$ cat src/rtl/tpcg_pkg.sv
// Shared constants and carrier types of the two-phase clock generator
package tpcg_pkg;

  // Clock ticks per oscillator period; the oscillator output toggles each tick
  localparam int unsigned CLK_HZ         = 40000000;
  localparam int unsigned OSC_TICKS      = 2;
  localparam int unsigned OSC_PER_CYCLE  = 9;
  localparam int unsigned TICKS_PER_CYC  = OSC_TICKS * OSC_PER_CYCLE;
  localparam int unsigned CNT_W          = 5;

  // Oscillator-period positions inside one processor clock period
  localparam logic [3:0] PH1_START       = 4'h0;
  localparam logic [3:0] PH1_LEN         = 4'h2;
  localparam logic [3:0] PH2_START       = 4'h2;
  localparam logic [3:0] PH2_LEN         = 4'h5;
  localparam logic [3:0] GAP_LEN         = 4'h2;
  localparam logic [3:0] STB_DELAY       = 4'h6;
  localparam logic [3:0] STB_LEN         = 4'h1;
  localparam logic [3:0] SYNC_OUT_DELAY  = 4'h4;
  localparam logic [3:0] STB_POS         = PH2_START + STB_DELAY;
  localparam logic [3:0] SYNC_OUT_POS    = OSC_PER_CYCLE[3:0] + PH2_START
                                           - SYNC_OUT_DELAY;
  localparam logic [CNT_W-1:0] CNT_LAST  = CNT_W'(TICKS_PER_CYC - 1);

  // Reset values
  localparam logic READY_RST     = 1'b0;
  localparam logic RESET_OUT_RST = 1'b1;

  // Baud divider defaults
  localparam int unsigned BASIC_DIV = 30;
  localparam int unsigned TRIM_W    = 7;
  localparam int unsigned ODD_DIV   = 11;
  localparam int unsigned ODD_TAP   = 3;

  typedef struct packed {
    logic [2:0] rdy_pipe;
    logic [2:0] rst_pipe;
    logic       rdy_clean;
    logic       rst_clean;
  } tpcg_sync_s;

  typedef struct packed {
    logic [CNT_W-1:0] cnt;
    logic             phase1;
    logic             phase2;
    logic             phase2_ttl;
    logic             osc;
    logic             osc_tick;
    logic             strobe_n;
    logic             sync_seen;
    logic             ready;
    logic             reset;
    tpcg_sync_s       pins;
  } tpcg_state_s;

endpackage : tpcg_pkg
$ cat src/rtl/tpcg_baud.sv
// Baud-rate divider fed from the oscillator period tick
`timescale 1ns/10ps
`default_nettype none
module tpcg_baud
  import tpcg_pkg::*;
#(
  parameter int unsigned BASIC = BASIC_DIV,
  parameter int unsigned TW    = TRIM_W,
  parameter int unsigned ODD   = ODD_DIV,
  parameter int unsigned TAP   = ODD_TAP
)
(
  input  wire logic       clk,
  input  wire logic       rstn,
  input  wire logic       clk_en,
  input  wire logic       osc_tick,
  input  wire logic [2:0] trim_sel,
  input  wire logic       odd_rate,
  output logic            baud_tick
);

  typedef struct packed {
    logic [7:0]    basic_cnt;
    logic [TW-1:0] trim_cnt;
    logic [3:0]    odd_cnt;
    logic          tick;
  } tpcg_baud_s;

  if (BASIC < 2 || BASIC > 256 || TW < 1 || TW > 7 || ODD < 2 ||
      ODD > 16 || TAP >= TW)
  begin : g_bad_params
    $error("tpcg_baud: unsupported divider parameters");
  end

  tpcg_baud_s st_r;
  tpcg_baud_s st_nxt;

  // Trim tap k fires when the low k trim bits are all ones
  function automatic logic tap_hit(input logic [TW-1:0] c,
                                   input logic [2:0] k);
    logic [TW-1:0] mask;
    mask = TW'((8'h01 << k) - 8'h01);
    tap_hit = ((c & mask) == mask);
  endfunction : tap_hit

  always_comb
  begin
    logic base;
    base = 1'b0;
    st_nxt = st_r;
    st_nxt.tick = 1'b0;
    if (osc_tick)
    begin
      if (st_r.basic_cnt == 8'(BASIC - 1))
      begin
        st_nxt.basic_cnt = 8'h00;
        base = 1'b1;
      end
      else
        st_nxt.basic_cnt = st_r.basic_cnt + 8'h01;
    end
    if (base)
    begin
      st_nxt.trim_cnt = st_r.trim_cnt + TW'(1);
      if (odd_rate)
      begin
        // Odd rate: divide the 1200-rate tap by ODD
        if (tap_hit(st_r.trim_cnt, 3'(TAP)))
        begin
          if (st_r.odd_cnt == 4'(ODD - 1))
          begin
            st_nxt.odd_cnt = 4'h0;
            st_nxt.tick = 1'b1;
          end
          else
            st_nxt.odd_cnt = st_r.odd_cnt + 4'h1;
        end
      end
      else
        st_nxt.tick = tap_hit(st_r.trim_cnt, trim_sel);
    end
  end

  always_ff @(posedge clk or negedge rstn)
  begin
    if (!rstn)
      st_r <= '0;
    else if (clk_en)
      st_r <= st_nxt;
  end

  assign baud_tick = st_r.tick;

endmodule : tpcg_baud
`default_nettype wire

$ cat src/rtl/tpcg_gen.sv
// Two-phase non-overlapping clock generator with ready and reset sync
//
// Behaviour
// - Phase one is high for two of nine oscillator periods.
// - Phase two is high for five of nine oscillator periods.
// - Two oscillator periods separate phase two fall from phase one rise.
// - Phase two rises two oscillator periods after phase one rises.
// - Strobe falls six periods after phase two rises in cycle-start cycles.
// - Strobe stays low for one oscillator period, then returns high.
// - Strobe output is active low and rests high.
// - Ready request passes a synchronizer before driving ready output.
// - Ready and reset outputs change four periods before phase two rises.
// - Reset output follows reset request, synchronized like ready.
// - A logic-level copy of phase two is driven.
// - Oscillator output is a symmetric square wave at crystal rate.
// - One processor clock period is nine oscillator periods.
// - Baud divider divides by the basic factor then a power-of-two trim.
// - Odd rate divides the 1200-rate tap by eleven.
`timescale 1ns/10ps
`default_nettype none
module tpcg_gen
  import tpcg_pkg::*;
(
  input  wire logic       clk,
  input  wire logic       rstn,
  input  wire logic       clk_en,
  input  wire logic       reset_request_in,
  input  wire logic       ready_request_in,
  input  wire logic       cycle_start,
  input  wire logic [2:0] baud_trim_sel,
  input  wire logic       baud_odd_rate,
  output logic            phase1,
  output logic            phase2,
  output logic            phase2_ttl,
  output logic            osc_out,
  output logic            status_strobe_n,
  output logic            ready,
  output logic            reset_out,
  output logic            baud_tick
);

  tpcg_state_s st_r;
  tpcg_state_s st_nxt;

  // Refuse timing constants the counter or the windows cannot serve;
  // the oscillator output toggles every tick, so a period is two ticks
  if (TICKS_PER_CYC > (1 << CNT_W) ||
      OSC_TICKS != 2 ||
      OSC_PER_CYCLE > 15 ||
      PH1_START + PH1_LEN != PH2_START ||
      PH2_START + PH2_LEN + GAP_LEN != OSC_PER_CYCLE ||
      STB_POS + STB_LEN > OSC_PER_CYCLE ||
      SYNC_OUT_POS >= OSC_PER_CYCLE)
  begin : g_bad_timing
    $error("tpcg_gen: unsupported timing constants");
  end

  // Oscillator period index 0..8 within the processor clock period
  function automatic logic [3:0] osc_pos(input logic [CNT_W-1:0] c);
    osc_pos = 4'(c / OSC_TICKS);
  endfunction : osc_pos

  function automatic logic in_win(input logic [3:0] p,
                                  input logic [3:0] start,
                                  input logic [3:0] len);
    in_win = (p >= start) && (p < start + len);
  endfunction : in_win

  always_comb
  begin
    logic [3:0] pos_nxt;
    logic       period_edge;
    pos_nxt = 4'h0;
    period_edge = 1'b0;
    st_nxt = st_r;

    // Pin synchronizers: three stages, a change counts once 2 and 3 agree
    st_nxt.pins.rdy_pipe = {st_r.pins.rdy_pipe[1:0], ready_request_in};
    st_nxt.pins.rst_pipe = {st_r.pins.rst_pipe[1:0], reset_request_in};
    if (st_r.pins.rdy_pipe[1] == st_r.pins.rdy_pipe[2])
      st_nxt.pins.rdy_clean = st_r.pins.rdy_pipe[2];
    if (st_r.pins.rst_pipe[1] == st_r.pins.rst_pipe[2])
      st_nxt.pins.rst_clean = st_r.pins.rst_pipe[2];

    // Single cycle counter: nine oscillator periods of OSC_TICKS each
    if (st_r.cnt == CNT_LAST)
      st_nxt.cnt = '0;
    else
      st_nxt.cnt = st_r.cnt + CNT_W'(1);
    pos_nxt = osc_pos(st_nxt.cnt);
    period_edge = (st_nxt.cnt % OSC_TICKS) == 0;

    st_nxt.osc = ~st_r.osc;
    st_nxt.osc_tick = period_edge;

    st_nxt.phase1 = in_win(pos_nxt, PH1_START, PH1_LEN);
    st_nxt.phase2 = in_win(pos_nxt, PH2_START, PH2_LEN);
    st_nxt.phase2_ttl = st_nxt.phase2;

    // Catch cycle start while phase two is high
    if (pos_nxt == PH2_START && period_edge)
      st_nxt.sync_seen = 1'b0;
    if (st_r.phase2 && cycle_start)
      st_nxt.sync_seen = 1'b1;

    st_nxt.strobe_n = ~(st_nxt.sync_seen &&
                        in_win(pos_nxt, STB_POS, STB_LEN));

    // Outputs move only at the period four ahead of the next phase two rise
    if (pos_nxt == SYNC_OUT_POS && period_edge)
    begin
      st_nxt.ready = st_r.pins.rdy_clean;
      st_nxt.reset = st_r.pins.rst_clean;
    end
  end

  always_ff @(posedge clk or negedge rstn)
  begin
    if (!rstn)
    begin
      st_r <= '0;
      st_r.strobe_n <= 1'b1;
      st_r.ready <= READY_RST;
      st_r.reset <= RESET_OUT_RST;
      st_r.pins.rst_clean <= RESET_OUT_RST;
      st_r.pins.rst_pipe <= 3'h7;
    end
    else if (clk_en)
      st_r <= st_nxt;
  end

  tpcg_baud u_baud (
    .clk       (clk),
    .rstn      (rstn),
    .clk_en    (clk_en),
    .osc_tick  (st_r.osc_tick),
    .trim_sel  (baud_trim_sel),
    .odd_rate  (baud_odd_rate),
    .baud_tick (baud_tick)
  );

  assign phase1          = st_r.phase1;
  assign phase2          = st_r.phase2;
  assign phase2_ttl      = st_r.phase2_ttl;
  assign osc_out         = st_r.osc;
  assign status_strobe_n = st_r.strobe_n;
  assign ready           = st_r.ready;
  assign reset_out       = st_r.reset;

endmodule : tpcg_gen
`default_nettype wire

$ cat config.mk
export PLATFORM = sky130hd
export DESIGN_NAME = tpcg_gen
export DESIGN_NICKNAME = d
export VERILOG_FILES = /design/src/rtl/tpcg_pkg.sv /design/src/rtl/tpcg_baud.sv /design/src/rtl/tpcg_gen.sv
export SDC_FILE = /design/constraint.sdc
export NUM_CORES = 1
export LEC_CHECK = 0
export BUFFER_PORTS_ARGS = -buffer_cell sky130_fd_sc_hd__buf_4
export CORE_MARGIN = 2
export CORE_UTILIZATION = 25
export DETAILED_ROUTE_END_ITERATION = 10
export GPL_TIMING_DRIVEN = 0
export PLACE_DENSITY = 0.42
export SLEW_MARGIN = 20
export SYNTH_ARGS = -nofsm -noshare
export SYNTH_HDL_FRONTEND = slang
export SYNTH_SLANG_ARGS = --single-unit
$ cat constraint.sdc
create_clock -name clk -period 4.8 [get_ports clk]
set_clock_uncertainty 0.2 [all_clocks]
set_input_delay 0.24 -clock clk [delete_from_list [all_inputs] [get_ports clk]]
set_output_delay 0.24 -clock clk [all_outputs]
set_load 0.02 [all_outputs]
==> flow_metrics.tcl <==
set metrics [dict create \
    cp-start-kind "register" \
    cap_violations 0 \
    syn2layout_area_growth_pct 20.2 \
    drc_errors 0 \
    synthMuxAreaShare_pct 5.24 \
    ant_nets 0 \
    clk_path_buf_depth 2 \
    io_buffers 16 \
    reg2reg_to "u_baud.baud_tick" \
    die_x_um 95.2 \
    synthDistinctLibCells 46 \
    gp_congestion 0.713 \
    h-tree-depth 2 \
    std_cell_rows 33 \
    antenna_found_initial 0 \
    layout_setup_ws_ps 2520 \
    rsz0062_at_grt "false" \
    cp.required_ps 4850 \
    clk_latency_ps 300 \
    nFillCells 848 \
    synth_top_family_by_area "simple AND/OR/NAND/NOR gates" \
    seqCellArea_sq_um 1030 \
    path_cells "inv_1 > ha_1 > nor4b_2 > nand3_1 > a2111oi_0 > a21o_1" \
    final.setup.tns_ps 0 \
    slowest_stage "a2111oi_0" \
    syn_area_sq_um 2080 \
    worstPathArrival_ps 2320 \
    synth-compound-area-share_pct 13.1 \
    routed_wl_mm 4.25 \
    vias_per_cell 4.67 \
    die_y_um 95.2 \
    synth_warnings 0 \
    crit_fanout 7 \
    pre_cts_slack_ps 2550 \
    hpwl_mm 2.86 \
    grt_usage_pct 10.8 \
    max-slew-margin-rel_pct 63.5 \
    fin_crit_sh_pct 47.4 \
    tightest_slew_ps 547 \
    antenna_cells 0 \
    numCtsBuffers 5 \
    slew_viol_final 0 \
    start_util_pct 25.5 \
    drtIter0Drc 92 \
    clkSinkCount 41 \
    multiInputGateArea_sq_um 983 \
    synth-simple-area-share_pct 19.0 \
    hold_start "baud_trim_sel[2]" \
    critPathKind "register to register" \
    synthAdderAreaFrac_pct 3.61 \
    cts_resized 0 \
    vias 1526 \
    grt_max_degree 42 \
    hold_depth 3 \
    core_sq_um 8130 \
    first_pass_iters 4 \
    post-route-min-period_ps 2280 \
    ys_ff_latch 41 \
    synth.net_count 211 \
    grt_pass1_vias 1530 \
    hold_class "input pin to register" \
    run_status "finished clean" \
    ir_drop_uv 135 \
    detail_route.wl_per_cell_um 13.0 \
    p_per_area_nw_per_um2 511 \
    overflow 0 \
    pin_count 18 \
    cts-root-buf "clkbuf_8" \
    power.leakage_nw 1.11 \
    max_stage_delay_ps 500 \
    cts_hold_buf 3 \
    nNetsFinal 237 \
    synth_xor_area_share_pct 6.32 \
    synth-seq-area-share_pct 49.7 \
    clk_pin_slew_ps 90 \
    cts_tree "done" \
    r2r_cells 6 \
    clock.fmax_mhz 439 \
    synthCells 195 \
    post_cts_buffers 0 \
    hold_violations 0 \
    avgSynthCellArea_sq_um 10.7 \
    reg2reg_slack_ps 2520 \
    grt_pass1_wl_mm 7.59 \
    worstSetupEndpointType "register" \
    die_area_sq_um 9060 \
    holdPathEnd "u_baud.baud_tick" \
    drive_gt1_share_pct 23.9 \
    setup_viol 0 \
    timing.rr.start "u_baud.st_r[13]" \
]
-- worst max path at each step --
stage                               start                to  cells past startpoint
after global placement           st_r[17]             ready                      5
after floorplan                  st_r[17]             ready                      5
after global routing      u_baud.st_r[13]  u_baud.baud_tick                      6
final                     u_baud.st_r[13]  u_baud.baud_tick                      6
after CTS                 u_baud.st_r[13]  u_baud.baud_tick                      6
after detailed placement         st_r[17]             ready                      5
-- Yosys cell counts, drive strengths merged --
cell type  number  share of area, %
nor3            5               1.7
o21ai          17               4.3
or4b            2               1.3
inv             7               1.3
a41oi           1              0.42
and3b           1              0.42
o41ai           1              0.42
a21o            2              0.78
and4bb          1              0.78
nand2b          3              0.90
or3             1              0.36
nand4           4               1.2
nor4b           1              0.72
clkbuf          1              0.18
nor2           11               2.0
mux2            9               5.2
ha              6               3.6
dfstp           6               7.6
and2            2              0.60
nor2b           2              0.60
a22oi           1              0.36
nand2          18               3.3
dfrtp          35                42
a21oi          10               2.4
and3            3              0.90
xnor2           9               3.8
xor2            6               2.5
nand3          10               2.4
buf             5               1.5
o31ai           3               1.1
a311oi          1              0.42
o21a            1              0.36
nor4            2               1.3
a22o            2              0.84
and4            1              0.48
a31o            1              0.42
a31oi           3              0.90
a2111oi         1              0.42
-- sequential cells by signal, indices dropped and copies added, names as in the netlist --
signal / count
u_baud.st_r: 19
ready: 1
phase1: 1
status_strobe_n: 1
phase2_ttl: 1
u_baud.baud_tick: 1
reset_out: 1
osc_out: 1
st_r: 11
st_nxt: 4
-- area by class of cell --
class	count	share of cell area (%)
buffer	6	1.40
clock buffer	5	2.76
clock inverter	3	2.76
inverter	7	1.05
multi-input combinational	141	39.4
sequential	41	41.4
tap	105	5.26
timing repair buffer	19	6.01
-- worst max-delay path: cells and delay by family (launching register included) --
| kind | cells | cell delay (ps) |
|---|---|---|
| AOI/OAI and AO/OA | 2 | 670 |
| adders and majority gates | 1 | 170 |
| and+or+nand+nor | 2 | 680 |
| DFF | 1 | 430 |
| buffers and inverters | 1 | 70 |
-- through the flow --
step / instance area (sq um) / cells / hold slack, ps / power (mW) / util [%]
final: 2500 / 327 / 47.0 / 1.28 / 30.7
after global routing: 2500 / 327 / 51.3 / 1.37 / 30.7
after CTS: 2500 / 327 / 44.2 / 1.29 / 30.7
after detailed placement: 2330 / 316 / 71.5 / 0.938 / 28.6
after global placement: 2330 / 316 / 75.3 / 0.937 / 28.6
after floorplan: 2080 / 195 / -256 / 0.814 / -
-- cell usage in the layout, fill, tap and decap left out, types with 4 or more instances in the layout --
cell and count:
nor3_1 4, dfstp_2 6, ha_1 6, nand4_1 4, xnor2_1 9, nand3_1 10
dfrtp_1 35, nand2_1 18, nor2_1 11, xor2_1 6, o21ai_0 16, inv_1 7
clkbuf_8 5, buf_4 17, mux2_2 7, a21oi_1 10
-- cell families (layout without fill, tap and decap cells) --
family                   after synthesis  after routing
AND/OR/NAND/NOR                       67             67
AO/OA/AOI/OAI                         44             44
flip-flops                            41             41
XOR/XNOR                              15             15
buffers and inverters                 13             40
multiplexers                           9              9
adder cells (fa/ha/maj)                6              6
-- per-layer routing --
metal	wire length [um]	GRT usage (%)	vias to the layer above
li1	-	-	751
met2	1870	16.0	28
met1	2150	15.0	741
met5	0	0	-
met3	150	2.69	6
met4	85	4.71	0
-- power by group --
part	internal (mW)	switching [mW]
Sequential	0.438	0.0914
Clock	0.209	0.132
Combinational	0.194	0.212
Total	0.841	0.435
(Power assumes the default switching activity.)
